File: src/dram_access_consts.svh
`ifndef DRAM_ACCESS_CONSTS_SVH
`define DRAM_ACCESS_CONSTS_SVH

// ----------------------------------------------------------------
// array shape
// ----------------------------------------------------------------
`define BANK_COUNT     8
`define BANK_W         3
`define ROW_W          15
`define COL_W          10
`define DQ_W           16
`define ENTRY_COUNT    128
`define ENTRY_W        7
`define STORE_COL_BIT  3
`define PIN_W          22

// ----------------------------------------------------------------
// command decode, {row strobe, column strobe, write enable}, low active
// ----------------------------------------------------------------
`define CMD_READ       3'h5
`define CMD_WRITE      3'h4
`define CMD_CLOSE      3'h2
`define AUTO_CLOSE_BIT 10
`define CHOP_BIT       12

// ----------------------------------------------------------------
// mode encodings and counts
// ----------------------------------------------------------------
`define AL_ZERO        2'h0
`define AL_LESS_ONE    2'h1
`define AL_LESS_TWO    2'h2
`define BL_FIXED_EIGHT 2'h0
`define BL_ON_THE_FLY  2'h1
`define BL_FIXED_FOUR  2'h2
`define LAST_FULL      3'h7
`define LAST_CHOP      3'h3
`define LAT_W          6
`define LAT_ONE        6'h01
`define LAT_TWO        6'h02
`define BEAT_ONE       3'h1

`endif

File: src/dram_access_pkg.sv
package dram_access_pkg;
	typedef enum logic [1:0] {ST_IDLE, ST_WAIT, ST_PREAMBLE, ST_BURST} burst_state_t;
endpackage

File: src/burst_order.sv
// ----------------------------------------------------------------
// column order of one beat within a burst
// ----------------------------------------------------------------
module burst_order
(
	input  wire logic [2:0] start_in,
	input  wire logic [2:0] beat_in,
	input  wire logic       interleave_in,
	output logic      [2:0] column_out
);
	// sequential wraps inside the nibble, interleaved xors the beat in
	always_comb
	begin
		column_out[2] = start_in[2] ^ beat_in[2];
		if (interleave_in)
			column_out[1:0] = start_in[1:0] ^ beat_in[1:0];
		else
			column_out[1:0] = start_in[1:0] + beat_in[1:0];
	end
endmodule // burst_order

File: src/dram_access.sv
`include "dram_access_consts.svh"

// Operation
// - eight banks in two groups of four
// - activate captures group, bank and row bits
// - column bits give burst start location
// - auto close bit closes row after burst
// - on-the-fly chop bit picks four or eight
// - bursts of eight or four in order
// - two data words per link clock
// - one core access spans four clocks, two when chopped to four
// - additive latency zero, less one, less two
// - sequential or interleaved beat order
// - strobe preamble one or two clocks
module dram_access
	import dram_access_pkg::*;
(
	input  wire logic                    clock_in,
	input  wire logic                    reset_in,
	input  wire logic                    ce_in,
	input  wire logic                    ck_in,
	input  wire logic                    cs_n_in,
	input  wire logic                    act_n_in,
	input  wire logic                    ras_n_in,
	input  wire logic                    cas_n_in,
	input  wire logic                    we_n_in,
	input  wire logic                    group_select_bit_in,
	input  wire logic [1:0]              bank_select_bits_in,
	input  wire logic [13:0]             address_in,
	input  wire logic [`DQ_W-1:0]        dq_in,
	output logic      [`DQ_W-1:0]        dq_out,
	output logic                         dq_oe_out,
	output logic                         dqs_out,
	output logic                         dqs_oe_out,
	input  wire logic [4:0]              read_latency_in,
	input  wire logic [4:0]              write_latency_in,
	input  wire logic [1:0]              additive_latency_in,
	input  wire logic [1:0]              burst_length_in,
	input  wire logic                    interleave_in,
	input  wire logic                    preamble_two_in,
	output logic      [`BANK_COUNT-1:0]  bank_open_out,
	output logic                         busy_out
);
	// ----------------------------------------------------------------
	// pin synchronisers and link clock edges
	// ----------------------------------------------------------------
	logic [`PIN_W-1:0]                  pin_s1_q, pin_s2_q;
	logic [`DQ_W-1:0]                   dq_s1_q, dq_s2_q;
	logic                               ck_s1_q, ck_s2_q, ck_d_q;
	logic                               rise, fall, edge_ev;

	// every pin passes two flops; only the second stage is read, and the link clock also feeds a third flop for edges
	always_ff @(posedge clock_in or posedge reset_in)
	begin
		if (reset_in)
		begin
			pin_s1_q <= '1;
			pin_s2_q <= '1;
			dq_s1_q  <= '0;
			dq_s2_q  <= '0;
			ck_s1_q  <= 1'b0;
			ck_s2_q  <= 1'b0;
			ck_d_q   <= 1'b0;
		end
		else if (ce_in)
		begin
			pin_s1_q <= {cs_n_in, act_n_in, ras_n_in, cas_n_in, we_n_in,
				group_select_bit_in, bank_select_bits_in, address_in};
			pin_s2_q <= pin_s1_q;
			dq_s1_q  <= dq_in;
			dq_s2_q  <= dq_s1_q;
			ck_s1_q  <= ck_in;
			ck_s2_q  <= ck_s1_q;
			ck_d_q   <= ck_s2_q;
		end
	end

	// a frozen block sees no edges, so no event fires while ce is low
	assign rise    = ce_in & ck_s2_q & ~ck_d_q;
	assign fall    = ce_in & ~ck_s2_q & ck_d_q;
	assign edge_ev = rise | fall;

	// ----------------------------------------------------------------
	// command decode
	// ----------------------------------------------------------------
	logic                    cs_n, act_n;
	logic [2:0]              cmd;
	logic [`BANK_W-1:0]      bank;
	logic [`ROW_W-1:0]       row;
	logic [`COL_W-1:0]       col;
	logic                    act_ev, rd_ev, wr_ev, close_ev, acc_ev;
	burst_state_t            state_q, state_d;

	assign cs_n  = pin_s2_q[21];
	assign act_n = pin_s2_q[20];
	assign cmd   = pin_s2_q[19:17];
	assign bank  = pin_s2_q[16:14];
	// during activate the write-enable pin is the top row bit
	assign row   = {pin_s2_q[17], pin_s2_q[13:0]};
	assign col   = pin_s2_q[`COL_W-1:0];

	assign act_ev   = rise & ~cs_n & ~act_n;
	assign rd_ev    = rise & ~cs_n & act_n & (cmd == `CMD_READ);
	assign wr_ev    = rise & ~cs_n & act_n & (cmd == `CMD_WRITE);
	assign close_ev = rise & ~cs_n & act_n & (cmd == `CMD_CLOSE);

	// ----------------------------------------------------------------
	// bank state
	// ----------------------------------------------------------------
	logic [`BANK_COUNT-1:0]             open_q, open_d;
	logic [`BANK_COUNT-1:0][`ROW_W-1:0] row_q, row_d;
	logic [`BANK_W-1:0]                 bank_q, bank_d;
	logic                               ap_q, ap_d, end_ev;

	// a column command to a closed bank is dropped, not queued
	assign acc_ev = (rd_ev | wr_ev) & (state_q == ST_IDLE) & open_q[bank];

	// per bank: activate opens, close command or auto close shuts
	genvar b;
	generate
		for (b = 0; b < `BANK_COUNT; b++)
		begin : g_bank
			assign open_d[b] = (act_ev & (bank == b)) |
				(open_q[b] & ~(close_ev & ((bank == b) | pin_s2_q[`AUTO_CLOSE_BIT]))
				& ~(end_ev & ap_q & (bank_q == b)));
			assign row_d[b]  = (act_ev & (bank == b)) ? row : row_q[b];
		end
	endgenerate

	always_ff @(posedge clock_in or posedge reset_in)
	begin
		if (reset_in)
		begin
			open_q <= '0;
			row_q  <= '0;
		end
		else if (ce_in)
		begin
			open_q <= open_d;
			row_q  <= row_d;
		end
	end

	assign bank_open_out = open_q;

	// ----------------------------------------------------------------
	// burst sequencer
	// ----------------------------------------------------------------
	logic [`LAT_W-1:0]       lat_q, lat_d, lat_load, al, pre_len;
	logic [2:0]              beat_q, beat_d, last_q, last_d, beat_nx, ord;
	logic [`COL_W-1:0]       start_q, start_d;
	logic                    wr_q, wr_d, beat_ev;

	// additive latency is taken from the read latency setting
	always_comb
	begin
		case (additive_latency_in)
			`AL_LESS_ONE: al = {1'b0, read_latency_in} - `LAT_ONE;
			`AL_LESS_TWO: al = {1'b0, read_latency_in} - `LAT_TWO;
			default:      al = '0;
		endcase
	end
	assign lat_load = al + {1'b0, (wr_ev ? write_latency_in : read_latency_in)};
	assign pre_len  = preamble_two_in ? `LAT_TWO : `LAT_ONE;

	// a beat starts on the first-beat rise and on every later edge until the last beat
	assign beat_ev = ((state_q == ST_WAIT || state_q == ST_PREAMBLE) & rise & (lat_q <= `LAT_ONE))
		| ((state_q == ST_BURST) & edge_ev & (beat_q != last_q));
	assign beat_nx = (state_q == ST_BURST) ? beat_q + `BEAT_ONE : '0;
	assign end_ev  = (state_q == ST_BURST) & edge_ev & (beat_q == last_q);

	always_comb
	begin
		state_d = state_q;
		lat_d   = lat_q;
		beat_d  = beat_q;
		last_d  = last_q;
		start_d = start_q;
		bank_d  = bank_q;
		ap_d    = ap_q;
		wr_d    = wr_q;
		case (state_q)
			ST_IDLE:
			begin
				if (acc_ev)
				begin
					state_d = ST_WAIT;
					lat_d   = lat_load;
					start_d = col;
					bank_d  = bank;
					ap_d    = pin_s2_q[`AUTO_CLOSE_BIT];
					wr_d    = wr_ev;
					// chop bit high keeps the full burst
					case (burst_length_in)
						`BL_FIXED_FOUR: last_d = `LAST_CHOP;
						`BL_ON_THE_FLY: last_d = pin_s2_q[`CHOP_BIT] ? `LAST_FULL : `LAST_CHOP;
						default:        last_d = `LAST_FULL;
					endcase
				end
			end
			ST_WAIT, ST_PREAMBLE:
			begin
				if (rise)
				begin
					lat_d = lat_q - `LAT_ONE;
					if (lat_q <= `LAT_ONE)
					begin
						state_d = ST_BURST;
						beat_d  = '0;
					end
					// short latencies get a shortened preamble
					else if (!wr_q && lat_q <= pre_len + `LAT_ONE)
						state_d = ST_PREAMBLE;
				end
			end
			ST_BURST:
			begin
				if (end_ev)
					state_d = ST_IDLE;
				else if (beat_ev)
					beat_d = beat_nx;
			end
			default: state_d = ST_IDLE;
		endcase
	end

	always_ff @(posedge clock_in or posedge reset_in)
	begin
		if (reset_in)
		begin
			state_q <= ST_IDLE;
			lat_q   <= '0;
			beat_q  <= '0;
			last_q  <= `LAST_FULL;
			start_q <= '0;
			bank_q  <= '0;
			ap_q    <= 1'b0;
			wr_q    <= 1'b0;
		end
		else if (ce_in)
		begin
			state_q <= state_d;
			lat_q   <= lat_d;
			beat_q  <= beat_d;
			last_q  <= last_d;
			start_q <= start_d;
			bank_q  <= bank_d;
			ap_q    <= ap_d;
			wr_q    <= wr_d;
		end
	end

	assign busy_out = (state_q != ST_IDLE);

	// ----------------------------------------------------------------
	// storage and data pins
	// ----------------------------------------------------------------
	logic [`ENTRY_COUNT-1:0][`DQ_W-1:0] mem_q, mem_d;
	logic [`ENTRY_W-1:0]                idx;
	logic [`DQ_W-1:0]                   dq_q, dq_d;
	logic                               dqs_q, dqs_d;

	burst_order u_order
	(
		.start_in      (start_q[2:0]),
		.beat_in       (beat_nx),
		.interleave_in (interleave_in),
		.column_out    (ord)
	);

	// the store is small: rows alias onto one word set per bank
	assign idx = {bank_q, start_q[`STORE_COL_BIT], ord};

	genvar e;
	generate
		for (e = 0; e < `ENTRY_COUNT; e++)
		begin : g_entry
			assign mem_d[e] = (beat_ev & wr_q & (idx == e)) ? dq_s2_q : mem_q[e];
		end
	endgenerate

	// read beats launch on each edge, strobe follows the clock phase
	always_comb
	begin
		dq_d  = dq_q;
		dqs_d = dqs_q;
		if (beat_ev && !wr_q)
		begin
			dq_d  = mem_q[idx];
			dqs_d = rise;
		end
		else if (state_q != ST_BURST)
			dqs_d = 1'b0;
	end

	always_ff @(posedge clock_in or posedge reset_in)
	begin
		if (reset_in)
		begin
			mem_q <= '0;
			dq_q  <= '0;
			dqs_q <= 1'b0;
		end
		else if (ce_in)
		begin
			mem_q <= mem_d;
			dq_q  <= dq_d;
			dqs_q <= dqs_d;
		end
	end

	assign dq_out     = dq_q;
	assign dqs_out    = dqs_q;
	assign dq_oe_out  = (state_q == ST_BURST) & ~wr_q;
	assign dqs_oe_out = ((state_q == ST_BURST) | (state_q == ST_PREAMBLE)) & ~wr_q;
endmodule // dram_access

File: config.mk
export PLATFORM = sky130hd
export DESIGN_NAME = dram_access
export DESIGN_NICKNAME = d
export VERILOG_FILES = /design/src/dram_access_pkg.sv /design/src/burst_order.sv /design/src/dram_access.sv
export VERILOG_INCLUDE_DIRS = /design/src
export SDC_FILE = /design/constraint.sdc
export NUM_CORES = 2
export LEC_CHECK = 0
export BUFFER_PORTS_ARGS = -buffer_cell sky130_fd_sc_hd__buf_2
export CAP_MARGIN = 20
export CORE_ASPECT_RATIO = 0.5
export CORE_MARGIN = 3
export CORE_UTILIZATION = 48
export DETAILED_ROUTE_END_ITERATION = 8
export SETUP_SLACK_MARGIN = 0.4
export SKIP_LAST_GASP = 1
export SLEW_MARGIN = 10
export SYNTH_ARGS = -nofsm -noshare
export SYNTH_HDL_FRONTEND = slang
export SYNTH_HIERARCHICAL = 1
export SYNTH_SLANG_ARGS = --single-unit
export TNS_END_PERCENT = 20
File: constraint.sdc
create_clock -name clock_in -period 95.9 [get_ports clock_in]
set_input_delay 9.59 -clock clock_in [delete_from_list [all_inputs] [get_ports clock_in]]
set_output_delay 9.59 -clock clock_in [all_outputs]
set_load 0.03 [all_outputs]
Yosys cells after proc, flatten, opt, wreduce, memory -nomap -nowiden. Index checks and enable logic that the tools add are counted.

Order comparisons: 4. Equal/unequal tests: 161. Add/sub/neg operators: 7. Multiplexer cells: 27. Reductions and logical operators: 147. Bitwise operators: 232.

Operators by type and width (count): equality test 7 bit, second input constant (64); AND reduction 2 bit (130); equality test 7 x 6 -> 1 bit, second input constant (32); bitwise AND 1 bit (189); binary-select mux 16 bit (select 7 bit) (1); equality test 7 x 5 -> 1 bit, second input constant (16); equality test 7 x 4 -> 1 bit, second input constant (8); equality test 3 bit, second input constant (10); equality test 7 x 3 -> 1 bit, second input constant (4); one-hot mux 6 bit (2 select lines) (2); inverter 1 bit (21); OR 1 bit (20); two-way mux 3 bit (6); two-way mux 16 bit (1); equality test 3 x 2 -> 1 bit, second input constant (5); equality test 7 x 2 -> 1 bit, second input constant (2); two-way mux 2 bit (7); != test 2 bit, second input constant (7); two-way mux 6 bit (2); one-hot mux 3 bit (2 select lines) (2); equality test 2 bit, second input constant (4); less-than comparator 7 x 8 -> 1 bit, second input constant (1); nonzero test 2 bit (4); equality test 7 x 1 -> 1 bit, second input constant (1); 32 further kinds (39).

Bits of input ports: 58. Word-level logic and storage cells: 724. Output and inout port bits: 28. Bits in registers: 2175.

Longest topological paths before layout.
Depth in word-level cells: 11. Gate-level depth with buffers: 18. Depth with buffers taken out: 13.

Cells and area by module. The synthesis kept the hierarchy.

Modules (own cells, without submodules): dram_access (seq. area each 54013.1 sq um, cells each 6481, area an instance 98229.2 sq um, times used 1); burst_order (seq. area each 0.0 sq um, cells each 5, area an instance 45.0 sq um, times used 1).

Least setup slack after synthesis. No wires, ideal clock.

Path kind: input -> register. Start point: input interleave_in. End point: register dq_q[12], in the netlist dq_out[12]. Data required time: 95.759 ns. Stages: 10. Slack: 83.579 ns. Buffers on the path: 4. Library setup time: 0.141 ns. Arrival time: 12.179 ns. Path through: nor2b_1 -> xnor2_1 -> buf_2 -> buf_2 -> buf_2 -> buf_1 -> mux4_2 -> mux2_2 -> a2111oi_0 -> a311oi_1.

Word-level cells in the longest chain between the ends: 3.

RTL lines: start: declaration (line dram_access.sv:39) `input wire logic interleave_in,`; two-way mux 2 bit (line burst_order.sv:15) `if (interleave_in)`; via ord[1] (line dram_access.sv:150) `logic [2:0] beat_q, beat_d, last_q, last_d, beat_nx, ord;`; binary-select mux 16 bit (select 7 bit) (line dram_access.sv:289) `dq_d = mem_q[idx];`; two-way mux 16 bit (implied by the code) (line dram_access.sv:289); end signal: assignment (line dram_access.sv:307) `dq_q <= dq_d;`; end: declaration (line dram_access.sv:260) `` logic [`DQ_W-1:0] dq_q, dq_d; ``.

The timed path passes the listed nets, and every way through them passes these cells. The select of a mux whose other input is x is not followed. A chain may end at the register's enable or synchronous reset.

Final worst setup path.
Start point: input interleave_in. End point: register dq_q[2], in the netlist dq_out[2].

Same word-level chain as after synthesis.

==> impl_results.md <==
- Status: finished clean
- Final setup TNS: 0 ns
- Largest area contributor in the netlist: dfrtp_1
- Avg WL per Cell: 30.72 um
- Post-Synth Adder-Cell Area: 0.002495
- DRT Pass-1 Iters: 6
- Syn avg cell area: 15.15 um^2
- Routed WL: about 280 mm
- Most frequent cells in the layout: 2110 x dfrtp_1, 1629 x mux2_2, 510 x mux2_1
- Worst Tran Pin Value: around 1.3 ns
- R2R depth: 15
- R2r startpoint: state_q[1]
- Largest net degree at the start of global routing: between 150 and 200
- CTS tree: yes
- Arr. time, crit path: 15.50 ns
- Max VDD drop: 0.01967 mV
- Grt ovf: 0
- CP endpoint: dq_out[2]
- WP buf/inv: 5
- Cts hold-fix bufs: 0
- Die Footprint: 210500 um^2
- Layout cell share with drive strength beyond 1: 0.4197
- Pwr Density: between 15 and 20 nW/um^2
- MaxCap Viol Count: 0
- Clock buffer count from CTS: between 200 and 250
- Vias/cell: 6.227
- Most common cell after layout, fill and taps aside: dfrtp_1
- Register area: 54080 um^2
- CP max FO: 103
- Clock sinks: between 2000 and 2500
- Fin. max-slew vios: 0
- Post-Synth XOR/XNOR Area: 0.0009803
- EDFF count, synth: 0
- Fillers: 16129
- CP startpoint: interleave_in
- I/O pin total: 86
- FP Rows: approximately 120
- Setup Skew: 0.04311 ns
- Synth Area in Compound Gates: 0.02935
- Seq/Total Area, Yosys: 0.5496
- Crit. End Element: flop
- Post-DP HPWL: ~180 mm
- Mapped Cells: roughly 6500
- Synth Cell Area: 98270 um^2
- Unrepaired setup endpoints after global routing: false
- Simple-gate share of the synthesized area: 0.02191
- Initial core utilization: 0.4871
- Root buffer cell: clkbuf_16
- Hold WC Path Type: reg -> reg
- Synthesis-to-layout area growth: 10.03%
- Vias in the first global route: roughly 60000
- Htree depth: 4
- ANT nets after route: 0
- CP Class: in -> reg
- Setup violators final: 0
- Syn Nets: 6563
- CP Launch Type: input port
- Die Width: approximately 650 um
- Combinational family with the most area after synthesis: multiplexers
- DR DRC count: 0
- Top cell family by delay on the critical path: buffers and inverters
- First-pass GRT wire length: about 420 mm
- # port buffers: 77
- GRT Util Overall: 0.2700
- Number of warnings issued by yosys: 6
- Initial DRC Count: approximately 4800
- Die height: 326.0 um
- Fmax: slightly below 0.07 GHz
- Finished Cell Area: 108100 um^2
- Post-CTS setup buffer count: 0
- Placed Area: roughly 100000 um^2
- Clock period minus worst slack: approximately 15 ns
- Mux cell area share after synthesis: 0.3701
- Clock-pin slew on the worst setup and hold paths: 0.06 ns
- LEAKAGE: 52.07 nW
- Via count: 57436
- Top_reg_cell synth: dfrtp_1
- Resize count post-CTS: 0
- Clock Latency Late Sink: 0.86 ns
- Final Hold Viols: 0
- Max_slew headroom: 0.1022
- FF-to-FF End: dq_out[2]
- Cell variety after synth: between 60 and 70
- CP max stage cell: o32ai_1
- Yosys top cell area share: 0.5419
- Area contributors post-synth: dfrtp_1 54%, mux2_2 19%, mux4_2 9.4%
- R2r setup slk: 88.69 ns
- RePlAce Congestion: 0.8447
- Footprint of the multi-input gates: 41920 um^2
- Worst EP required: 96.58 ns
- Core area: 201700 um^2
- Ys async rst share: 1.000
- Crit path depth: 12
- Most Frequent Cell on Critical Path: buf_12
- Tot Pwr: 2.134 mW
- Share of the clock period used by the worst path: 0.1545
- Initial antenna violation count: 16
- Maximum clock path buffer count: 4
- #FFs+latches synth: approximately 2200
- Critical path's largest stage delay: between 1 and 1.5 ns
- # nets final: approximately 6400
- Crit-path cells: buf_2 -> nor2b_1 -> xnor2_2 -> buf_4 -> buf_12 -> buf_12 -> buf_12 -> mux4_2 -> a32o_1 -> or4_1 -> o32ai_1 -> nor2_1
-- cell type report --
| type | instances | share of cell area |
|---|---|---|
| flip-flops and latches | 2157 | 0.5001 |
| multi-input cells | 3725 | 0.3877 |
| clock buffers | 290 | 0.05502 |
| well taps | 2714 | 0.03140 |
| repair buffers | 243 | 0.01915 |
| clock inverters | 67 | 0.005612 |
| inverters | 22 | 0.0008331 |
| diodes | 6 | 0.0001389 |
-- registers in the layout, indices dropped and copies added (netlist names), 2 cells and up --
signal,flops
dq_s1_q,16
dq_out,16
beat_q,3
mem_q,2048
pin_s1_q,14
bank_open_out,8
bank_q,3
start_q,4
lat_q,6
state_q,2
dq_s2_q,16
pin_s2_q,14
-- logic make-up after synthesis --
| kind of cell | count (synthesis) |
|---|---|
| xor+xnor | 11 |
| simple gates | 440 |
| mux | 2856 |
| flops | 2157 |
| fa+ha+maj | 19 |
| buf+inv | 604 |
| compound gates | 399 |
-- per-layer routing --
layer / global-route usage / share of wire / vias up
met2: 0.4211 / 0.46 / 1598
met4: 0.06976 / 0.027 / 4
met5: 0 / 0.000078 / -
li1: - / - / 23811
met1: 0.3797 / 0.44 / 31561
met3: 0.06672 / 0.072 / 462
-- through the flow --
| stage | cells | hold slack (ns) | utilization | setup slack (ns) |
|---|---|---|---|---|
| after floorplan | 6486 | 0.4587 | - | 25.42 |
| after global placement | 8837 | 0.4676 | 0.5009 | 80.54 |
| after detailed placement | 8843 | 0.4755 | 0.5014 | 80.26 |
| after CTS | 9200 | 0.4898 | 0.5339 | 81.17 |
| after global routing | 9218 | 0.4959 | 0.5359 | 80.48 |
| final | 9224 | 0.4851 | 0.5360 | 81.08 |
-- power by group --
group	leakage (nW)	switching, mW	total (mW)	internal (mW)
registers	29.9	0.0358	0.958	0.922
logic	18.9	0.251	0.366	0.115
clock network	3.28	0.354	0.810	0.457
total	52.1	0.641	2.13	1.49
-- cell usage after synthesis (8+ instances only) --
cell	count
nor2b_1	22
a22o_1	28
a211oi_1	24
buf_4	10
xnor2_1	8
buf_2	167
buf_1	45
nor3_2	11
a221oi_1	26
a21oi_1	57
nor3_1	29
o21ai_0	40
clkbuf_1	360
dfrtp_1	2128
o211ai_1	18
nand2_2	27
a2111oi_0	12
nand3b_1	8
nor2_1	57
o22ai_1	14
mux2_2	1629
a22oi_1	126
o221ai_1	14
nand3_1	61
nand2_1	172
nand4_1	10
ha_1	18
inv_1	20
mux2i_1	309
mux4_2	408
mux2_1	510
dfstp_2	29
-- how the worst min path moves through the flow --
stage                     slack [ns]           to        start  cells after the start
after global placement          0.47   mem_q[647]   mem_q[647]                      1
after global routing            0.50  mem_q[1957]  mem_q[1957]                      1
after CTS                       0.49    mem_q[32]    mem_q[32]                      1
after detailed placement        0.48    mem_q[32]    mem_q[32]                      1
final                           0.49   mem_q[646]   mem_q[646]                      1
after floorplan                 0.46  mem_q[1248]  mem_q[1248]                      1
Power figures use the tool's default switching activity.
